===== config.mk =====
export PLATFORM = sky130hd
export DESIGN_NAME = iopb_port
export DESIGN_NICKNAME = d
export VERILOG_FILES = /design/src/rtl/iopb_pkg.sv /design/src/rtl/iopb_port.sv
export SDC_FILE = /design/constraint.sdc
export NUM_CORES = 1
export LEC_CHECK = 0
export ABC_AREA = 1
export BUFFER_PORTS_ARGS = -buffer_cell sky130_fd_sc_hd__buf_2
export CAP_MARGIN = 20
export CORE_MARGIN = 8
export CORE_UTILIZATION = 40
export CTS_CLUSTER_SIZE = 14
export DETAILED_ROUTE_END_ITERATION = 7
export GPL_TIMING_DRIVEN = 0
export PLACE_DENSITY = 0.71
export SYNTH_ARGS = -nofsm -noshare
export SYNTH_HDL_FRONTEND = slang
export SYNTH_SLANG_ARGS = --single-unit

===== constraint.sdc =====
create_clock -name pclk -period 1.85 [get_ports pclk]
set_clock_uncertainty 0.1 [all_clocks]
set_input_delay 0.4625 -clock pclk [delete_from_list [all_inputs] [get_ports pclk]]
set_output_delay 0.4625 -clock pclk [all_outputs]
set_load 0.05 [all_outputs]

===== src/rtl/iopb_pkg.sv =====
// iopb_pkg: offsets, fields, resets and types of the port-b block
package iopb_pkg;
   // ======================================================
   // register byte offsets (apb, one word each)
   localparam logic [7:0] OFS_PORT   = 8'h00;
   localparam logic [7:0] OFS_LATCH  = 8'h04;
   localparam logic [7:0] OFS_DIR    = 8'h08;
   localparam logic [7:0] OFS_ICTL2  = 8'h0C;
   localparam logic [7:0] OFS_ICTL   = 8'h10;
   localparam logic [7:0] OFS_APC    = 8'h14;
   localparam logic [7:0] OFS_STAT   = 8'h18;
   localparam logic [7:0] OFS_CLR    = 8'h1C;
   localparam logic [7:0] OFS_IEN    = 8'h20;
   localparam logic [7:0] OFS_PNOREF = 8'h24;
   // ======================================================
   // field positions
   localparam int PUD_BIT     = 7;
   localparam int CHG_BIT     = 0;
   localparam int CHG_IE_BIT  = 3;
   localparam int IOC_LO      = 4;
   localparam int ANA_PINS    = 5;
   localparam int NCHAN       = 11;
   localparam int EV_CHG      = 0;
   localparam int EV_WAKE     = 1;
   localparam int NEV         = 2;
   // ======================================================
   // reset values and thresholds
   localparam logic [7:0] DIR_RST    = 8'hFF;
   localparam logic [7:0] LATCH_RST  = 8'h00;
   localparam logic       PUD_RST    = 1'b1;
   localparam logic [3:0] SEL_ANALOG = 4'h0;
   localparam logic [3:0] SEL_DIGIT  = 4'h7;
   localparam logic [3:0] SEL_ALLANA = 4'h4;
   // ======================================================
   // types
   typedef struct packed {
      logic       neg_ext;
      logic       pos_ext;
      logic [3:0] sel;
   } iopb_apc_t;
   typedef enum logic [1:0] {
      INIT_SYNC0 = 2'b00,
      INIT_SYNC1 = 2'b01,
      INIT_SYNC2 = 2'b11,
      INIT_RUN   = 2'b10
   } iopb_init_t;
endpackage : iopb_pkg


===== src/rtl/iopb_port.sv =====
// iopb_port: 8-bit port with direction, latch, pull-ups, change interrupt
//
// Local design decisions: the register offsets and the APB interface to the registers.
`timescale 1ns/1ps

module iopb_port #(
   parameter int W = 8
) (
   input  wire logic          pclk,
   input  wire logic          presetn,
   input  wire logic          psel,
   input  wire logic          penable,
   input  wire logic          pwrite,
   input  wire logic [7:0]    paddr,
   input  wire logic [31:0]   pwdata,
   output logic      [31:0]   prdata,
   output logic               pready,
   output logic               pslverr,
   input  wire logic [W-1:0]  pin_in,
   output logic      [W-1:0]  pin_out,
   output logic      [W-1:0]  pin_oe,
   output logic      [W-1:0]  pullup_en,
   input  wire logic          analog_default_cfg,
   output logic      [10:0]   chan_digital,
   output logic               neg_ref_ext,
   output logic               pos_ref_ext,
   output logic               wake_req,
   output logic               irq
);

   // ======================================================
   // helpers

   // channels turned digital, counted from the top one
   function automatic logic [10:0] digital_map(input logic [3:0] sel);
      logic [3:0]  ndig;
      logic [10:0] m;
      ndig = (sel > iopb_pkg::SEL_ALLANA) ? 4'(sel - iopb_pkg::SEL_ALLANA) : 4'h0;
      m    = '0;
      for (int k = 0; k < iopb_pkg::NCHAN; k++) begin
         m[k] = (4'(iopb_pkg::NCHAN - 1 - k) < ndig);
      end
      return m;
   endfunction : digital_map

   // low five pins stay analog until select reaches 0111
   function automatic logic low_pins_analog(input logic [3:0] sel);
      return sel < iopb_pkg::SEL_DIGIT;
   endfunction : low_pins_analog

   // ======================================================
   // declarations

   logic [W-1:0]               pin_s1_q;
   logic [W-1:0]               pin_s2_q;
   logic                       strap_s1_q;
   logic                       strap_s2_q;
   iopb_pkg::iopb_init_t       init_q;
   logic [W-1:0]               dir_q;
   logic [W-1:0]               latch_q;
   logic                       pud_n_q;
   logic                       chg_flag_q;
   logic                       chg_ie_q;
   iopb_pkg::iopb_apc_t        apc_q;
   logic [3:0]                 ref_q;
   logic [iopb_pkg::NEV-1:0]   stat_q;
   logic [iopb_pkg::NEV-1:0]   ien_q;
   logic [31:0]                rdata_q;
   logic                       setup;
   logic                       acc;
   logic                       wr;
   logic                       rd;
   logic                       mapped;
   logic [W-1:0]               port_view;
   logic [3:0]                 ioc_live;
   logic                       mismatch;
   logic                       port_touch;
   logic [31:0]                rdata_d;
   logic [iopb_pkg::NEV-1:0]   ev;

   // ======================================================
   // pin and strap synchronisers

   // two flops each; only stage two is looked at
   always_ff @(posedge pclk or negedge presetn) begin
      if (!presetn) begin
         pin_s1_q   <= '0;
         pin_s2_q   <= '0;
         strap_s1_q <= 1'b0;
         strap_s2_q <= 1'b0;
      end else begin
         pin_s1_q   <= pin_in;
         pin_s2_q   <= pin_s1_q;
         strap_s1_q <= analog_default_cfg;
         strap_s2_q <= strap_s1_q;
      end
   end

   // strap reaches stage two only after two edges, so it is caught at the third
   always_ff @(posedge pclk or negedge presetn) begin
      if (!presetn) begin
         init_q <= iopb_pkg::INIT_SYNC0;
      end else begin
         unique case (init_q)
            iopb_pkg::INIT_SYNC0: init_q <= iopb_pkg::INIT_SYNC1;
            iopb_pkg::INIT_SYNC1: init_q <= iopb_pkg::INIT_SYNC2;
            iopb_pkg::INIT_SYNC2: init_q <= iopb_pkg::INIT_RUN;
            iopb_pkg::INIT_RUN:   init_q <= iopb_pkg::INIT_RUN;
         endcase
      end
   end

   // ======================================================
   // apb decode

   assign setup  = psel && !penable;
   assign acc    = psel && penable;
   assign wr     = acc && pwrite;
   assign rd     = acc && !pwrite;
   assign pready = 1'b1;

   // unmapped offsets answer with an error, no side effect
   always_comb begin
      unique case (paddr)
         iopb_pkg::OFS_PORT, iopb_pkg::OFS_LATCH, iopb_pkg::OFS_DIR,
         iopb_pkg::OFS_ICTL2, iopb_pkg::OFS_ICTL, iopb_pkg::OFS_APC,
         iopb_pkg::OFS_STAT, iopb_pkg::OFS_CLR, iopb_pkg::OFS_IEN,
         iopb_pkg::OFS_PNOREF: mapped = 1'b1;
         default:              mapped = 1'b0;
      endcase
   end
   assign pslverr = acc && !mapped;

   // ======================================================
   // direction and output latch

   // all inputs at reset, so nothing drives the board
   always_ff @(posedge pclk or negedge presetn) begin
      if (!presetn) begin
         dir_q <= iopb_pkg::DIR_RST;
      end else if (wr && paddr == iopb_pkg::OFS_DIR) begin
         dir_q <= pwdata[W-1:0];
      end
   end

   // port write and no-reference write both land in the latch
   always_ff @(posedge pclk or negedge presetn) begin
      if (!presetn) begin
         latch_q <= iopb_pkg::LATCH_RST;
      end else if (wr && (paddr == iopb_pkg::OFS_PORT ||
                          paddr == iopb_pkg::OFS_LATCH ||
                          paddr == iopb_pkg::OFS_PNOREF)) begin
         latch_q <= pwdata[W-1:0];
      end
   end

   // pins: high direction bit floats the driver
   assign pin_oe  = ~dir_q;
   assign pin_out = latch_q;

   // ======================================================
   // pull-ups

   // one shared active-low enable, reset to off
   always_ff @(posedge pclk or negedge presetn) begin
      if (!presetn) begin
         pud_n_q <= iopb_pkg::PUD_RST;
      end else if (wr && paddr == iopb_pkg::OFS_ICTL2) begin
         pud_n_q <= pwdata[iopb_pkg::PUD_BIT];
      end
   end

   // an output pin never fights its own pull-up
   assign pullup_en = {W{~pud_n_q}} & dir_q;

   // ======================================================
   // analog pin configuration

   // constant at reset; strap value loaded once it is synchronised
   always_ff @(posedge pclk or negedge presetn) begin
      if (!presetn) begin
         apc_q <= '{neg_ext: 1'b0, pos_ext: 1'b0, sel: iopb_pkg::SEL_ANALOG};
      end else if (init_q == iopb_pkg::INIT_SYNC2) begin
         apc_q.sel <= strap_s2_q ? iopb_pkg::SEL_ANALOG
                                 : iopb_pkg::SEL_DIGIT;
      end else if (wr && paddr == iopb_pkg::OFS_APC) begin
         apc_q <= pwdata[5:0];
      end
   end

   assign chan_digital = digital_map(apc_q.sel);
   assign neg_ref_ext  = apc_q.neg_ext;
   assign pos_ref_ext  = apc_q.pos_ext;

   // analog pins read zero; digital pins show the synced level
   always_comb begin
      port_view = pin_s2_q;
      if (low_pins_analog(apc_q.sel)) begin
         port_view[iopb_pkg::ANA_PINS-1:0] = '0;
      end
   end

   // ======================================================
   // interrupt-on-change

   // top four pins, outputs masked out of the compare; nothing is judged
   // until the reference has caught up with the synced pins after reset
   assign ioc_live = pin_s2_q[W-1:iopb_pkg::IOC_LO];
   assign mismatch = (init_q == iopb_pkg::INIT_RUN) &&
                     (|((ioc_live ^ ref_q) & dir_q[W-1:iopb_pkg::IOC_LO]));

   // the no-reference offset stands for a move-file-to-file write
   assign port_touch = acc && paddr == iopb_pkg::OFS_PORT;

   // reference follows every read or write of the port
   always_ff @(posedge pclk or negedge presetn) begin
      if (!presetn) begin
         ref_q <= '0;
      end else if (init_q != iopb_pkg::INIT_RUN) begin
         ref_q <= ioc_live; // avoids a false change right after reset
      end else if (port_touch) begin
         ref_q <= ioc_live;
      end
   end

   // flag set while mismatch stands; set beats a clearing write
   always_ff @(posedge pclk or negedge presetn) begin
      if (!presetn) begin
         chg_flag_q <= 1'b0;
         chg_ie_q   <= 1'b0;
      end else begin
         if (wr && paddr == iopb_pkg::OFS_ICTL) begin
            chg_flag_q <= pwdata[iopb_pkg::CHG_BIT];
            chg_ie_q   <= pwdata[iopb_pkg::CHG_IE_BIT];
         end
         if (mismatch) begin
            chg_flag_q <= 1'b1;
         end
      end
   end

   // wake from sleep is a level while an enabled change is flagged
   assign wake_req = chg_flag_q && chg_ie_q;

   // ======================================================
   // event status, enable and interrupt

   assign ev[iopb_pkg::EV_CHG]  = mismatch;
   assign ev[iopb_pkg::EV_WAKE] = wake_req;

   // sticky status; write-one-to-clear loses to a new event
   always_ff @(posedge pclk or negedge presetn) begin
      if (!presetn) begin
         stat_q <= '0;
      end else if (wr && paddr == iopb_pkg::OFS_CLR) begin
         stat_q <= (stat_q & ~pwdata[iopb_pkg::NEV-1:0]) | ev;
      end else begin
         stat_q <= stat_q | ev;
      end
   end

   always_ff @(posedge pclk or negedge presetn) begin
      if (!presetn) begin
         ien_q <= '0;
      end else if (wr && paddr == iopb_pkg::OFS_IEN) begin
         ien_q <= pwdata[iopb_pkg::NEV-1:0];
      end
   end

   assign irq = |(stat_q & ien_q);

   // ======================================================
   // read data

   // captured in setup so the access phase needs no wait state
   always_comb begin
      rdata_d = '0;
      unique case (paddr)
         iopb_pkg::OFS_PORT:   rdata_d[W-1:0] = port_view;
         iopb_pkg::OFS_LATCH:  rdata_d[W-1:0] = latch_q;
         iopb_pkg::OFS_DIR:    rdata_d[W-1:0] = dir_q;
         iopb_pkg::OFS_ICTL2:  rdata_d[iopb_pkg::PUD_BIT] = pud_n_q;
         iopb_pkg::OFS_ICTL: begin
            rdata_d[iopb_pkg::CHG_BIT]    = chg_flag_q;
            rdata_d[iopb_pkg::CHG_IE_BIT] = chg_ie_q;
         end
         iopb_pkg::OFS_APC:    rdata_d[5:0] = apc_q;
         iopb_pkg::OFS_STAT:   rdata_d[iopb_pkg::NEV-1:0] = stat_q;
         iopb_pkg::OFS_IEN:    rdata_d[iopb_pkg::NEV-1:0] = ien_q;
         default:              rdata_d = '0;
      endcase
   end

   always_ff @(posedge pclk or negedge presetn) begin
      if (!presetn) begin
         rdata_q <= '0;
      end else if (setup && !pwrite) begin
         rdata_q <= rdata_d;
      end
   end

   assign prdata = rdata_q;

   // ======================================================
   // checks

   chk_dir_drives_pin: assert property (
      @(posedge pclk) disable iff (!presetn)
      (pin_oe == ~dir_q) && ((pin_out & pin_oe) == (latch_q & pin_oe)))
      else $error("pin drive does not follow direction and latch");

   chk_pullup_output_off: assert property (
      @(posedge pclk) disable iff (!presetn)
      (pullup_en & ~dir_q) == '0)
      else $error("pull-up on while pin is an output");

   chk_pullup_control: assert property (
      @(posedge pclk) disable iff (!presetn)
      $fell(pud_n_q) |-> (pullup_en == dir_q))
      else $error("cleared control did not enable input pull-ups");

   chk_reset_pullup_off: assert property (
      @(posedge pclk) disable iff (!presetn)
      $rose(presetn) |-> (pullup_en == '0))
      else $error("pull-ups enabled after reset");

   chk_analog_reads_zero: assert property (
      @(posedge pclk) disable iff (!presetn)
      (low_pins_analog(apc_q.sel) && setup && !pwrite &&
       paddr == iopb_pkg::OFS_PORT) |=> (prdata[4:0] == 5'h00))
      else $error("analog pin read as nonzero");

   chk_strap_select: assert property (
      @(posedge pclk) disable iff (!presetn)
      (init_q == iopb_pkg::INIT_SYNC2) |=>
      (apc_q.sel == ($past(strap_s2_q) ? 4'h0 : 4'h7)))
      else $error("select not loaded from strap");

   chk_mismatch_sets: assert property (
      @(posedge pclk) disable iff (!presetn)
      mismatch |=> chg_flag_q && stat_q[iopb_pkg::EV_CHG])
      else $error("mismatch did not set change flag");

   chk_touch_ends: assert property (
      @(posedge pclk) disable iff (!presetn)
      (port_touch && init_q == iopb_pkg::INIT_RUN) |=>
      (ref_q == $past(ioc_live)))
      else $error("port access did not refresh reference");

   chk_output_excluded: assert property (
      @(posedge pclk) disable iff (!presetn)
      (dir_q[W-1:iopb_pkg::IOC_LO] == 4'h0) |-> !mismatch)
      else $error("output pin caused a change");

   chk_wake_level: assert property (
      @(posedge pclk) disable iff (!presetn)
      (mismatch && chg_ie_q && !(psel && paddr == iopb_pkg::OFS_ICTL)) |=> wake_req [*2])
      else $error("change with enable did not wake");

   chk_chan_top: assert property (
      @(posedge pclk) disable iff (!presetn)
      (apc_q.sel == 4'hF) |-> (chan_digital == 11'h7FF))
      else $error("top select left a channel analog");

   chk_ref_select: assert property (
      @(posedge pclk) disable iff (!presetn)
      (wr && paddr == iopb_pkg::OFS_APC && init_q == iopb_pkg::INIT_RUN) |=>
      (neg_ref_ext == $past(pwdata[5])) && (pos_ref_ext == $past(pwdata[4])))
      else $error("reference select not applied");

endmodule : iopb_port


* Yosys cells after proc, flatten, opt, wreduce, memory -nomap -nowiden
Cells that the tools add are included.
** Cells by class
- Mux-type cells :: 19
- Add/sub/neg operators :: 1
- Reduce and logical (&&, ||, !) cells :: 30
- Bitwise operators :: 11
- Divide/modulo/power cells :: 0
- $lt $le $gt $ge :: 13
- $mul :: 0
- Equality and inequality tests :: 13
- Shifts and indexed selects :: 0
** Operator list (number)
- $eq 8x5->1 const B :: 4
- $mux 4 :: 5
- $eq 8x4->1 const B :: 2
- $eq 8x6->1 const B :: 2
- $lt 3x4->1 const A :: 4
- $logic_and 1x1->1 :: 15
- $lt 4x4->1 const A :: 3
- $reduce_or 10->1 :: 1
- $and 8x8->8 :: 1
- $eq 8x3->1 const B :: 1
- $logic_not 8->1 :: 1
- $lt 1x4->1 const A :: 2
- $lt 2x4->1 const A :: 2
- $not 8->8 :: 1
- $pmux 1 s4 :: 2
- $pmux 2 s4 :: 1
- $pmux 1 s7 :: 1
- $pmux 1 s6 :: 1
- $pmux 2 s3 :: 1
- $reduce_bool 2->1 :: 3
- $mux 5 :: 1
- $pmux 1 s5 :: 1
- $and 2x2->2 :: 2
- $and 4x4->4 :: 1
- 20 further kinds :: 29
** Storage, ports and cells
- Output and inout port bits :: 73
- Flip-flop bits (word level) :: 61
- Memories :: 0
- RAM bits :: 0
- Word-level logic and storage cells :: 104
- Input bits :: 54
- Bits in latches :: 0
- Memory bits (read-only) :: 0

* Longest topological paths before layout
- Depth in word-level cells :: 6
- Depth in mapped cells :: 9

* Worst setup path before layout
No wires, ideal clock.
- Kind :: input port to output port
- Start point :: in paddr[0]
- End point :: out pslverr
- Path buffers :: 0
- Stages :: 6
- Data arrival time :: 2.000 ns
- Path slack :: -0.712 ns
- Required time :: 1.287 ns
- Cell sequence :: inv_1 nand2_1 nor2_1 o21ai_0 nand3_1 nor3_1
** Between the ends
- Word-level cells in the longest chain between the ends :: 5
** Ends and longest elaborated chain
- start, declared :: line iopb_port.sv:14 : input wire logic [7:0] paddr,
- $eq 8x4->1 (tied with other cells) :: line iopb_port.sv:124 : unique case (paddr)
- $reduce_or 10->1 (*) :: line iopb_port.sv:124
- $mux 1 (*) :: line iopb_port.sv:124
- $logic_not 1->1 (*) :: line iopb_port.sv:132 : assign pslverr = acc && !mapped;
- $logic_and 1x1->1 (*) :: line iopb_port.sv:132
- end, declared :: line iopb_port.sv:18 : output logic pslverr,
Mark *: on every way between the ends. The rest lies on a longest branch, timed or not.

* Final worst setup path
- Start point :: in paddr[2]
- End point :: out pslverr
Same word-level chain as after synthesis.

==> key figures <==
Run status
  – Outcome: finished, violations left
  – Failing checks: negative setup slack

Global route
  – Initial antenna violation count: 0
  – Largest net degree at the start of global routing: 43
  – GR Util All Layers: roughly 17%
  – Overflow after GRT: 0
  – Vias in the first global route: around 3,000
  – First-pass GRT wire length: 14.7 mm

Floorplan
  – Site Rows: 32
  – Initial core utilization: 41.1%
  – Core area: 7650 um^2
  – Die area: between 10,000 and 15,000 um^2
  – Die Y: 105 um
  – Ports: 127
  – Die extent in x: around 100 um

Placed design
  – Routability congestion estimate: about 0.83
  – Dpl cell area: 3790 um^2
  – Hpwl dp: 6.39 mm
  – # port buffers: 77
  – Placed Cells: about 580

Worst setup path
  – Startpoint class of the critical path: input port
  – Worst EP arrival: 1.37 ns
  – CP Data Required Time: 1.29 ns
  – Critical Setup Path Class: input port to output pin
  – CP endpoint kind: output pin
  – CP max FO: 5

Timing
  – Crit path time final: roughly 1.9 ns
  – Fin crit share: 105%
  – RSZ-0062 raised after global routing: true
  – Max-slew violations: 0
  – Post-route setup slack: -0.0846 ns
  – Final Hold Viols: 0
  – Final setup fails: 9
  – Fmax: 517 MHz

Synthesis
  – Dominant synthesized flop cell: dfrtp_1
  – Syn Inst Count: ~380
  – Yosys reg bits: a little over 60
  – Seq/Total Area, Yosys: 49.0%
  – Synth unique cells: 32
  – Synthesized area per cell: 8.30 um^2
  – Synth warnings: 0
  – Netlist Area Pre-Place: 3140 um^2
  – Synth async-reset ratio: 100%
  – EDFF count, synth: 0

Drt
  – Via density: 4.63
  – TritonRoute pass-1 iters: 4
  – Residual DRC: 0
  – DRC marker count from the first detailed-route iteration: 199
  – Final ANT Viol Nets: 0
  – WL per Instance: 14.7 um
  – Detailed-route wire length: between 9 and 10 mm
  – Vias after detailed routing: about 2,800

Final layout
  – Final instance area: 4510 um^2
  – # fillers: 659
  – Non-Filler Instances: 615
  – Syn-to-layout area delta: 43.8%
  – Share of cells above drive strength 1: between 40 and 50%
  – Fin nets: ~560
  – ANT cells: 0

Power and ir drop
  – Tot Pwr: 3.05 mW
  – VDD IR-drop max: roughly 420 uV
  – Pleak: 2.26 nW
  – Power per Cell Area: 676 nW/um^2

Clock tree
  – Clock buffer depth: 2
  – CTS tree: done
  – Clk slew on worst S/H paths: 0.07 ns
  – Root buffer cell: clkbuf_8
  – Total CTS buffers: 9
  – Clk sink count: 61
  – Htree depth: 3
  – Worst skew pair latency: 0.33 ns

Min path
  – Worst Hold Class: input port to register

Flow run
  – # Max-Cap Violations: 0
==> critical path, stage by stage <==
cell	delay (ns)
buf_6	0.11
inv_4	0.06
nand2_2	0.08
nor2_4	0.05
o21ai_1	0.17
nand3_2	0.09
nor3_2	0.15
buf_6	0.19
==> synthesized netlist by cell type, types with 2 or more instances <==
master | n | area share, %
nand2_1 | 101 | 12
dfrtp_1 | 52 | 41
inv_1 | 39 | 4.7
nor2_1 | 32 | 3.8
o21ai_0 | 27 | 4.3
buf_4 | 25 | 6.0
nand3_1 | 19 | 3.0
o21ai_1 | 10 | 1.6
dfstp_2 | 9 | 7.5
o21ai_2 | 9 | 2.5
nand2_2 | 7 | 1.4
a21oi_1 | 6 | 0.96
nor2_4 | 5 | 1.8
nor2_2 | 4 | 0.80
or2_2 | 4 | 0.80
nand2_4 | 3 | 1.1
nand3_2 | 3 | 0.96
nand4_1 | 3 | 0.60
nor3_1 | 3 | 0.48
buf_6 | 2 | 0.72
clkbuf_1 | 2 | 0.24
conb_1 | 2 | 0.24
inv_2 | 2 | 0.24
==> power by group <==
group / switching [mW] / internal [mW] / leakage (nW)
logic: 0.394 / 0.176 / 1.44
clock network: 0.468 / 0.587 / 0.0926
registers: 0.0363 / 1.39 / 0.733
total: 0.898 / 2.15 / 2.26
==> stage by stage <==
stage | TNS (ns) | util (%) | worst slack [ns] | hold WS [ns]
floorplan | -0.293 | - | -0.293 | 0.0669
global placement | -1.66 | 49.3 | -0.321 | 0.233
detailed placement | -1.74 | 49.6 | -0.339 | 0.235
CTS | -0.390 | 56.9 | -0.108 | 0.113
global route | -0.646 | 59.0 | -0.153 | 0.109
finish | -0.270 | 59.0 | -0.0846 | 0.130
==> metal layers <==
metal / track usage, % / vias to the layer above / wire length, um
li1: - / 1411 / -
met1: 19.8 / 1332 / 3640
met2: 26.5 / 98 / 4530
met3: 5.65 / 6 / 754
met4: 7.95 / 0 / 91
met5: 0 / - / 0
==> layout by cell type, fill, tap and decap left out, types with 12 or more instances in the layout <==
cell type   n
nand2_1    95
buf_2      52
dfrtp_1    49
buf_4      48
inv_1      30
conb_1     25
o21ai_0    23
nor2_4     20
nor2_1     16
nand3_1    15
o21ai_1    13
buf_6      12
clkbuf_8   12
==> cells by family (layout without fill, tap and decap cells) <==
kind of cell | count (synthesis) | after routing | synth area share [%]
simple gates | 185 | 185 | 27.5
buf+inv | 72 | 184 | 12.3
flops | 61 | 61 | 49.0
compound gates | 58 | 58 | 11.0
other cells | 2 | 25 | 0.239
==> flip-flops by register name, summed over array words and instances (netlist names), 2 cells and up <==
register,count
dir_q,8
pin_out,8
pin_s1_q,8
pin_s2_q,8
prdata,8
apc_q,4
ref_q,4
ien_q,2
init_q,2
stat_q,2
==> timing repair <==
action	4_1_cts	5_1_grt
endpoints found under the hold margin	15	0
pin swaps	14	19
gates resized for setup	82	36
cloned	0	0
hold buffers	1	0
endpoints found under the setup margin	16	19
setup buffers	15	4
==> worst paths after layout <==
| kind | startpoint | end | slack [ns] | depth (start not counted) |
|---|---|---|---|---|
| max in group asynchronous | presetn | dir_q[2] | 0.47 | 3 |
| min in group asynchronous | presetn | pin_out[7] | 0.53 | 2 |
| worst min-delay path | pin_in[7] | pin_s1_q[7] | 0.13 | 1 |
| worst max-delay path | paddr[2] | pslverr | -0.08 | 8 |
| worst min register to register | pin_s1_q[1] | pin_s2_q[1] | 0.25 | 0 |
| worst max register to register | apc_q[3] | prdata[2] | 0.35 | 7 |
==> area by class of cell <==
class | instances | area (um^2) | area share, %
Buffer | 29 | 219 | 4.85
Clock buffer | 14 | 173 | 3.83
Clock inverter | 1 | 5.00 | 0.111
Inverter | 42 | 168 | 3.72
Multi-Input combinational cell | 268 | 1530 | 33.9
Sequential cell | 61 | 1550 | 34.2
Tap cell | 102 | 128 | 2.83
Timing Repair Buffer | 98 | 748 | 16.6
(Power assumes the default switching activity.)
